<file path="src/hdl/acc_pkg.sv">
package acc_pkg;
    // Register byte offsets on the bus
    localparam logic [3:0] CFG_OFFSET = 4'h0;
    localparam logic [3:0] PIN_OFFSET = 4'h4;
    localparam logic [3:0] STAT_OFFSET = 4'h8;
    localparam logic [3:0] CNT_OFFSET = 4'hC;
    // Field positions in the configuration register
    localparam int LOW_POWER_BIT = 7;
    localparam int DIV_HI = 6;
    localparam int DIV_LO = 5;
    localparam int LONG_SAMPLE_BIT = 4;
    localparam int MODE_HI = 3;
    localparam int MODE_LO = 2;
    localparam int CLK_SEL_HI = 1;
    localparam int CLK_SEL_LO = 0;
    // Field positions in the pin control register
    localparam int PIN_CH9_BIT = 1;
    localparam int PIN_CH8_BIT = 0;
    localparam logic [7:0] PIN_WRITE_MASK = 8'h03;
    // Reset values
    localparam logic [7:0] CFG_RESET = 8'h00;
    localparam logic [7:0] PIN_RESET = 8'h00;
    // Resolution codes
    localparam logic [1:0] MODE_8BIT = 2'h0;
    localparam logic [1:0] MODE_10BIT = 2'h2;
    // Bus responses
    localparam logic [1:0] RESP_OKAY = 2'h0;
    localparam logic [1:0] RESP_SLVERR = 2'h2;

    // Decoded converter setting
    typedef struct packed {
        logic low_power;
        logic long_sample;
        logic res_10bit;
        logic mode_valid;
        logic [1:0] clk_sel;
        logic [1:0] div_sel;
    } acc_setting_t;

    // Bus transaction state
    typedef enum logic [1:0] {
        ACC_IDLE = 2'b00,
        ACC_RESP = 2'b01
    } acc_bus_state_t;
endpackage

</file>
<file path="src/hdl/acc_top.sv">
`timescale 1ns/1ps
`default_nettype none
module acc_top
    import acc_pkg::*;
(
    input wire logic MCLK_IN,
    input wire logic RST_N_IN,
    input wire logic [3:0] CLK_SRC_IN,
    input wire logic [3:0] AWADDR_IN,
    input wire logic AWVALID_IN,
    output logic AWREADY_OUT,
    input wire logic [31:0] WDATA_IN,
    input wire logic [3:0] WSTRB_IN,
    input wire logic WVALID_IN,
    output logic WREADY_OUT,
    output logic [1:0] BRESP_OUT,
    output logic BVALID_OUT,
    input wire logic BREADY_IN,
    input wire logic [3:0] ARADDR_IN,
    input wire logic ARVALID_IN,
    output logic ARREADY_OUT,
    output logic [31:0] RDATA_OUT,
    output logic [1:0] RRESP_OUT,
    output logic RVALID_OUT,
    input wire logic RREADY_IN,
    output acc_pkg::acc_setting_t SETTING_OUT,
    output logic CONV_CLK_EN_OUT,
    output logic PIN_DISABLE_CH9_OUT,
    output logic PIN_DISABLE_CH8_OUT
);
    import acc_pkg::*;

    // Divider lookup: code to terminal count
    function automatic logic [2:0] div_limit(input logic [1:0] code);
        case (code)
            2'h0: div_limit = 3'h0;
            2'h1: div_limit = 3'h1;
            2'h2: div_limit = 3'h3;
            default: div_limit = 3'h7;
        endcase
    endfunction

    // Register map decode: offset names a register
    function automatic logic addr_known(input logic [3:0] addr);
        addr_known = (addr == CFG_OFFSET) | (addr == PIN_OFFSET)
            | (addr == STAT_OFFSET) | (addr == CNT_OFFSET);
    endfunction

    logic [7:0] cfg_r;
    logic [7:0] pin_r;
    logic [3:0] src_meta_r;
    logic [3:0] src_sync_r;
    logic [3:0] src_prev_r;
    logic [2:0] div_cnt_r;
    logic [2:0] div_cnt_nxt;
    logic [15:0] tick_cnt_r;
    logic conv_en_r;
    logic aw_have_r;
    logic w_have_r;
    logic [3:0] aw_addr_r;
    logic [31:0] w_data_r;
    logic [3:0] w_strb_r;
    acc_bus_state_t wr_state_r;
    acc_bus_state_t rd_state_r;
    logic [1:0] bresp_r;
    logic [31:0] rdata_r;
    logic [1:0] rresp_r;
    logic aw_rdy_r;
    logic w_rdy_r;
    logic ar_rdy_r;
    logic bvalid_r;
    logic rvalid_r;

    // Input clock source select and edge detection
    wire [1:0] clk_sel = cfg_r[CLK_SEL_HI:CLK_SEL_LO];
    wire src_level = src_sync_r[clk_sel];
    wire src_edge = src_level & ~src_prev_r[clk_sel];
    wire [1:0] div_sel = cfg_r[DIV_HI:DIV_LO];
    wire div_wrap = (div_cnt_r >= div_limit(div_sel));
    wire [2:0] div_inc = div_cnt_r + 3'h1;

    // Divider next count
    always_comb
    begin
        div_cnt_nxt = div_cnt_r;
        if (src_edge)
        begin
            div_cnt_nxt = div_wrap ? 3'h0 : div_inc;
        end
    end

    // Synchronise clock source pins
    always_ff @(posedge MCLK_IN or negedge RST_N_IN)
    begin
        if (!RST_N_IN)
        begin
            src_meta_r <= 4'h0;
            src_sync_r <= 4'h0;
            src_prev_r <= 4'h0;
        end
        else
        begin
            src_meta_r <= CLK_SRC_IN;
            src_sync_r <= src_meta_r;
            src_prev_r <= src_sync_r;
        end
    end

    // Conversion clock enable divider
    always_ff @(posedge MCLK_IN or negedge RST_N_IN)
    begin
        if (!RST_N_IN)
        begin
            div_cnt_r <= 3'h0;
            conv_en_r <= 1'b0;
            tick_cnt_r <= 16'h0000;
        end
        else
        begin
            div_cnt_r <= div_cnt_nxt;
            conv_en_r <= src_edge & div_wrap;
            if (src_edge & div_wrap)
            begin
                tick_cnt_r <= tick_cnt_r + 16'h0001;
            end
        end
    end

    // Write channel handshakes
    wire aw_take = AWVALID_IN & aw_rdy_r;
    wire w_take = WVALID_IN & w_rdy_r;
    wire aw_full = aw_have_r | aw_take;
    wire w_full = w_have_r | w_take;
    wire [3:0] wr_addr = aw_take ? AWADDR_IN : aw_addr_r;
    wire [31:0] wr_data = w_take ? WDATA_IN : w_data_r;
    wire [3:0] wr_strb = w_take ? WSTRB_IN : w_strb_r;
    wire wr_go = aw_full & w_full & (wr_state_r == ACC_IDLE);
    wire wr_cfg = wr_go & (wr_addr == CFG_OFFSET) & wr_strb[0];
    wire wr_pin = wr_go & (wr_addr == PIN_OFFSET) & wr_strb[0];
    wire wr_ok = addr_known(wr_addr);
    wire wr_idle_nxt = (wr_state_r == ACC_RESP) ? BREADY_IN : ~wr_go;
    wire aw_keep = aw_full & ~wr_go;
    wire w_keep = w_full & ~wr_go;

    // Write address and data capture
    always_ff @(posedge MCLK_IN or negedge RST_N_IN)
    begin
        if (!RST_N_IN)
        begin
            aw_have_r <= 1'b0;
            w_have_r <= 1'b0;
            aw_addr_r <= 4'h0;
            w_data_r <= 32'h0000_0000;
            w_strb_r <= 4'h0;
        end
        else
        begin
            aw_have_r <= aw_keep;
            w_have_r <= w_keep;
            if (aw_take)
            begin
                aw_addr_r <= AWADDR_IN;
            end
            if (w_take)
            begin
                w_data_r <= WDATA_IN;
                w_strb_r <= WSTRB_IN;
            end
        end
    end

    // Write response
    always_ff @(posedge MCLK_IN or negedge RST_N_IN)
    begin
        if (!RST_N_IN)
        begin
            wr_state_r <= ACC_IDLE;
            bresp_r <= RESP_OKAY;
        end
        else
        begin
            case (wr_state_r)
                ACC_IDLE:
                begin
                    if (wr_go)
                    begin
                        wr_state_r <= ACC_RESP;
                        bresp_r <= wr_ok ? RESP_OKAY : RESP_SLVERR;
                    end
                end
                ACC_RESP:
                begin
                    if (BREADY_IN)
                    begin
                        wr_state_r <= ACC_IDLE;
                    end
                end
                default: wr_state_r <= ACC_IDLE;
            endcase
        end
    end

    // Configuration and pin control registers
    always_ff @(posedge MCLK_IN or negedge RST_N_IN)
    begin
        if (!RST_N_IN)
        begin
            cfg_r <= CFG_RESET;
            pin_r <= PIN_RESET;
        end
        else
        begin
            if (wr_cfg)
            begin
                cfg_r <= wr_data[7:0];
            end
            if (wr_pin)
            begin
                pin_r <= wr_data[7:0] & PIN_WRITE_MASK;
            end
        end
    end

    // Read data select
    wire [1:0] mode = cfg_r[MODE_HI:MODE_LO];
    wire mode_ok = (mode == MODE_8BIT) | (mode == MODE_10BIT);
    wire [31:0] stat_word = {24'h00_0000, conv_en_r, 3'h0, mode_ok,
        div_cnt_r};
    wire [31:0] rd_word =
        (ARADDR_IN == CFG_OFFSET) ? {24'h00_0000, cfg_r} :
        (ARADDR_IN == PIN_OFFSET) ? {24'h00_0000, pin_r} :
        (ARADDR_IN == STAT_OFFSET) ? stat_word :
        (ARADDR_IN == CNT_OFFSET) ? {16'h0000, tick_cnt_r} :
        32'h0000_0000;
    wire rd_ok = addr_known(ARADDR_IN);
    wire rd_take = ARVALID_IN & ar_rdy_r;
    wire rd_idle_nxt = (rd_state_r == ACC_RESP) ? RREADY_IN : ~rd_take;

    // Read channel
    always_ff @(posedge MCLK_IN or negedge RST_N_IN)
    begin
        if (!RST_N_IN)
        begin
            rd_state_r <= ACC_IDLE;
            rdata_r <= 32'h0000_0000;
            rresp_r <= RESP_OKAY;
        end
        else
        begin
            case (rd_state_r)
                ACC_IDLE:
                begin
                    if (rd_take)
                    begin
                        rd_state_r <= ACC_RESP;
                        rdata_r <= rd_word;
                        rresp_r <= rd_ok ? RESP_OKAY : RESP_SLVERR;
                    end
                end
                ACC_RESP:
                begin
                    if (RREADY_IN)
                    begin
                        rd_state_r <= ACC_IDLE;
                    end
                end
                default: rd_state_r <= ACC_IDLE;
            endcase
        end
    end

    // Registered ready and valid flags, so bus outputs come from flops
    always_ff @(posedge MCLK_IN or negedge RST_N_IN)
    begin
        if (!RST_N_IN)
        begin
            aw_rdy_r <= 1'b0;
            w_rdy_r <= 1'b0;
            ar_rdy_r <= 1'b0;
            bvalid_r <= 1'b0;
            rvalid_r <= 1'b0;
        end
        else
        begin
            aw_rdy_r <= wr_idle_nxt & ~aw_keep;
            w_rdy_r <= wr_idle_nxt & ~w_keep;
            ar_rdy_r <= rd_idle_nxt;
            bvalid_r <= ~wr_idle_nxt;
            rvalid_r <= ~rd_idle_nxt;
        end
    end

    // Decoded setting to the converter core
    acc_setting_t setting_r;
    always_ff @(posedge MCLK_IN or negedge RST_N_IN)
    begin
        if (!RST_N_IN)
        begin
            setting_r <= '0;
            PIN_DISABLE_CH9_OUT <= 1'b0;
            PIN_DISABLE_CH8_OUT <= 1'b0;
        end
        else
        begin
            setting_r.low_power <= cfg_r[LOW_POWER_BIT];
            setting_r.long_sample <= cfg_r[LONG_SAMPLE_BIT];
            setting_r.res_10bit <= (mode == MODE_10BIT);
            setting_r.mode_valid <= mode_ok;
            setting_r.clk_sel <= clk_sel;
            setting_r.div_sel <= div_sel;
            PIN_DISABLE_CH9_OUT <= pin_r[PIN_CH9_BIT];
            PIN_DISABLE_CH8_OUT <= pin_r[PIN_CH8_BIT];
        end
    end

    // Outputs from flip-flops
    assign SETTING_OUT = setting_r;
    assign CONV_CLK_EN_OUT = conv_en_r;
    assign AWREADY_OUT = aw_rdy_r;
    assign WREADY_OUT = w_rdy_r;
    assign BVALID_OUT = bvalid_r;
    assign BRESP_OUT = bresp_r;
    assign ARREADY_OUT = ar_rdy_r;
    assign RDATA_OUT = rdata_r;
    assign RRESP_OUT = rresp_r;
    assign RVALID_OUT = rvalid_r;
endmodule
`default_nettype wire

</file>
<file path="config.mk">
export PLATFORM = sky130hd
export DESIGN_NAME = acc_top
export DESIGN_NICKNAME = d
export VERILOG_FILES = /design/src/hdl/acc_pkg.sv /design/src/hdl/acc_top.sv
export SDC_FILE = /design/constraint.sdc
export NUM_CORES = 1
export LEC_CHECK = 0
export BUFFER_PORTS_ARGS = -buffer_cell sky130_fd_sc_hd__buf_2
export CORE_UTILIZATION = 55
export CTS_CLUSTER_DIAMETER = 30
export CTS_CLUSTER_SIZE = 28
export DETAILED_ROUTE_END_ITERATION = 8
export PLACE_DENSITY = 0.92
export SKIP_CTS_REPAIR_TIMING = 1
export SYNTH_ARGS = -nofsm -noshare
export SYNTH_HDL_FRONTEND = slang
export SYNTH_SLANG_ARGS = --single-unit
</file>
<file path="constraint.sdc">
create_clock -name MCLK_IN -period 3.87 [get_ports MCLK_IN]
set_input_delay 0.9675 -clock MCLK_IN [delete_from_list [all_inputs] [get_ports MCLK_IN]]
set_output_delay 0.9675 -clock MCLK_IN [all_outputs]
set_load 0.02 [all_outputs]
</file>
==> results_dict.tcl <==
set metrics [dict create \
    synth_compound_area_share_pct 7.24 \
    syn_area_per_cell_um2 13.2 \
    dp_cells 415 \
    die_h_um 84.0 \
    grt_pass1_wl_um 11000 \
    dp_hpwl_um 4550 \
    critical-path-slowest-cell "or4_4" \
    synth_fa_ha_area_share_pct 1.69 \
    grt_max_degree 93 \
    yosysWarnings 0 \
    drive_above_1_share_pct 30.5 \
    grt_setup_unrepaired "false" \
    violations "design-rule violations" \
    die_w_um 84.0 \
    skew_ns 0.00800 \
    clk_pin_slew_ns 0.09 \
    min_path_type "reg -> reg" \
    slew-limit-headroom_pct 27.1 \
    syn_to_final_growth_pct 14.1 \
    overflow 0 \
    grt.total_usage_pct 20.5 \
    wl_um 6620 \
    cp.required_ns 4.11 \
    worst_pin_slew_ns 1.09 \
    cp_cell_sequence "buf_2, nand2_2, mux2_4, or4_4, or2_1, mux2_4" \
    synth_edf_count 0 \
    portBuffers 61 \
    critPathKind "in -> reg" \
    tns_ns 0 \
    synthDistinctLibCells 38 \
    cp_max_fo 8 \
    cts_buffers 9 \
    synth_top_family_by_area "multiplexers" \
    drv_cap 0 \
    htreeDepth 3 \
    p_leak_nw 2.17 \
    n_fill_cell 485 \
    critPathMaxStageDelay_ns 0.50 \
    cts_tree "yes" \
    cp_common_cell "mux2_4" \
    globalplace.congestion 0.828 \
    ys_seq_area_share_pct 62.3 \
    vdd_drop_max_v 0.000359 \
    hold_depth 0 \
    critPathArrivalTime_ns 2.82 \
    synthFlopType "dfrtp_1" \
    clockBufferDepth 2 \
    route.met2.wl_um 3360 \
    final_cells 431 \
    initial_core_util_pct 57.6 \
    avgViaCountPerCell 5.37 \
    synthesis.instances 281 \
    antenna_found_initial 0 \
    ys_ff_latch 92 \
    core_um2 6420 \
    diodes 0 \
    final_nets 409 \
    yosys-mux-area-fraction_pct 10.4 \
    reg2reg_depth 7 \
    period_minus_slack_ns 2.58 \
    synth_xor_xnor_area_share_pct 3.55 \
    cts.sinks 92 \
    synthArstFlopShare_pct 100 \
    synth_simple_gate_area_share_pct 9.20 \
    highest_layer "met4" \
    status "complete, but fails checks" \
    antenna_left 0 \
    finalSetupViolCount 0 \
    power_mw 2.83 \
    num_rows 29 \
    clock_latency_ns 0.36 \
    drc_errors 11 \
    max_freq_mhz 388 \
    cp-end-kind "flop" \
    cts-root-buf "clkbuf_8" \
    drt-met1-wl_um 2820 \
    synth_area_um2 3700 \
    wl_per_cell_um 15.4 \
    dieArea_um2 7050 \
    start_kind "input port" \
    ioPinCount 107 \
    drtIter0Drc 126 \
    drv_slew 0 \
    p_per_area_nw_per_um2 670 \
    vias 2316 \
    route.met3.wl_um 327 \
    grt_pass1_vias 2437 \
    hold_violations 0 \
    post-route-period-util_pct 66.6 \
    drt_pass1_iterations 7 \
]
==> placed cells by master (no fill, tap or decap), drive strengths merged, types with 4 or more instances in the layout <==
| master | n |
|---|---|
| inv | 13 |
| nor2 | 15 |
| nand2b | 8 |
| nor3 | 7 |
| xor2 | 7 |
| ha | 5 |
| buf | 63 |
| nand4 | 4 |
| conb | 18 |
| dfrtp | 92 |
| xnor2 | 8 |
| clkbuf | 11 |
| nand2 | 17 |
| mux2 | 23 |
| a22o | 12 |
| a21oi | 6 |
| o21ai | 6 |
==> cell usage after synthesis, drive strengths merged (4+ instances only) <==
cell / n / area, µm²
buf: 19 / 146
xnor2: 8 / 70.1
mux2: 23 / 285
dfrtp: 92 / 2300
nand4: 4 / 25.0
a21oi: 6 / 30.0
o21ai: 6 / 30.0
xor2: 7 / 61.3
inv: 12 / 45.0
nor2: 15 / 56.3
clkbuf: 4 / 15.0
nand2: 17 / 66.3
a22o: 12 / 105
ha: 5 / 62.6
nor3: 7 / 40.0
nand2b: 8 / 50.1
==> layer usage <==
| metal | up-vias | GRT usage, % |
|---|---|---|
| met3 | 13 | 5.84 |
| met1 | 1159 | 24.0 |
| met5 | - | 0 |
| li1 | 1071 | - |
| met4 | 0 | 8.46 |
| met2 | 73 | 35.5 |
==> cell families after synthesis <==
kind of cell / after synthesis
AOI/OAI and AO/OA: 37
xor gates and xnor gates: 15
adders and majority gates: 5
buffers and inverters: 35
DFF: 92
muxes: 29
other: 1
and+or+nand+nor: 67
==> metrics by stage <==
| stage | hold WS [ns] | utilization [%] | setup slack, ns | cell area, µm² |
|---|---|---|---|---|
| 6_report | 0.357 | 65.7 | 1.29 | 4220 |
| 3_5_place_dp | 0.337 | 62.6 | 0.910 | 4020 |
| 3_3_place_gp | 0.333 | 62.6 | 0.950 | 4020 |
| 2_1_floorplan | 0.331 | - | 1.21 | 3760 |
| 5_1_grt | 0.368 | 65.7 | 1.21 | 4220 |
| 4_1_cts | 0.358 | 65.7 | 1.29 | 4220 |
==> power breakdown <==
| group | leakage [nW] | internal (mW) | switching (mW) |
|---|---|---|---|
| registers | 1.18 | 1.22 | 0.172 |
| logic | 0.899 | 0.341 | 0.448 |
| clock network | 0.0959 | 0.318 | 0.334 |
==> critical path, delay by kind of cell <==
family                 cells  cell delay [ns]
multiplexers               2             0.68
AND/OR/NAND/NOR            3             1.06
buffers and inverters      1             0.11
==> worst paths after layout <==
path	startpoint	end	slack, ns
max in group asynchronous	RST_N_IN	aw_addr_r[1]	2.37
setup / recovery	AWVALID_IN	cfg_r[7]	1.29
min in group asynchronous	RST_N_IN	RDATA_OUT[13]	0.81
hold reg to reg	src_meta_r[3]	src_sync_r[3]	0.36
hold / removal	src_meta_r[3]	src_sync_r[3]	0.36
setup reg to reg	cfg_r[6]	tick_cnt_r[8]	1.52
==> flip-flops by register name, indices dropped and copies added, names as in the netlist, 2 cells and up <==
name,flops
RDATA_OUT,16
SETTING_OUT,8
aw_addr_r,4
cfg_r,8
div_cnt_r,3
pin_r,2
src_meta_r,4
src_prev_r,4
src_sync_r,4
tick_cnt_r,16
w_data_r,8
==> area by class of cell <==
type	instances	area, µm²	area share (%)
Clock buffer	11	141	3.35
Inverter	12	45.0	1.07
Clock inverter	5	58.8	1.39
Tap cell	77	96.3	2.28
Timing Repair Buffer	63	323	7.65
Sequential cell	92	2300	54.6
Multi-Input combinational cell	171	1250	29.7
No activity file was read; power rests on OpenSTA's default activity.
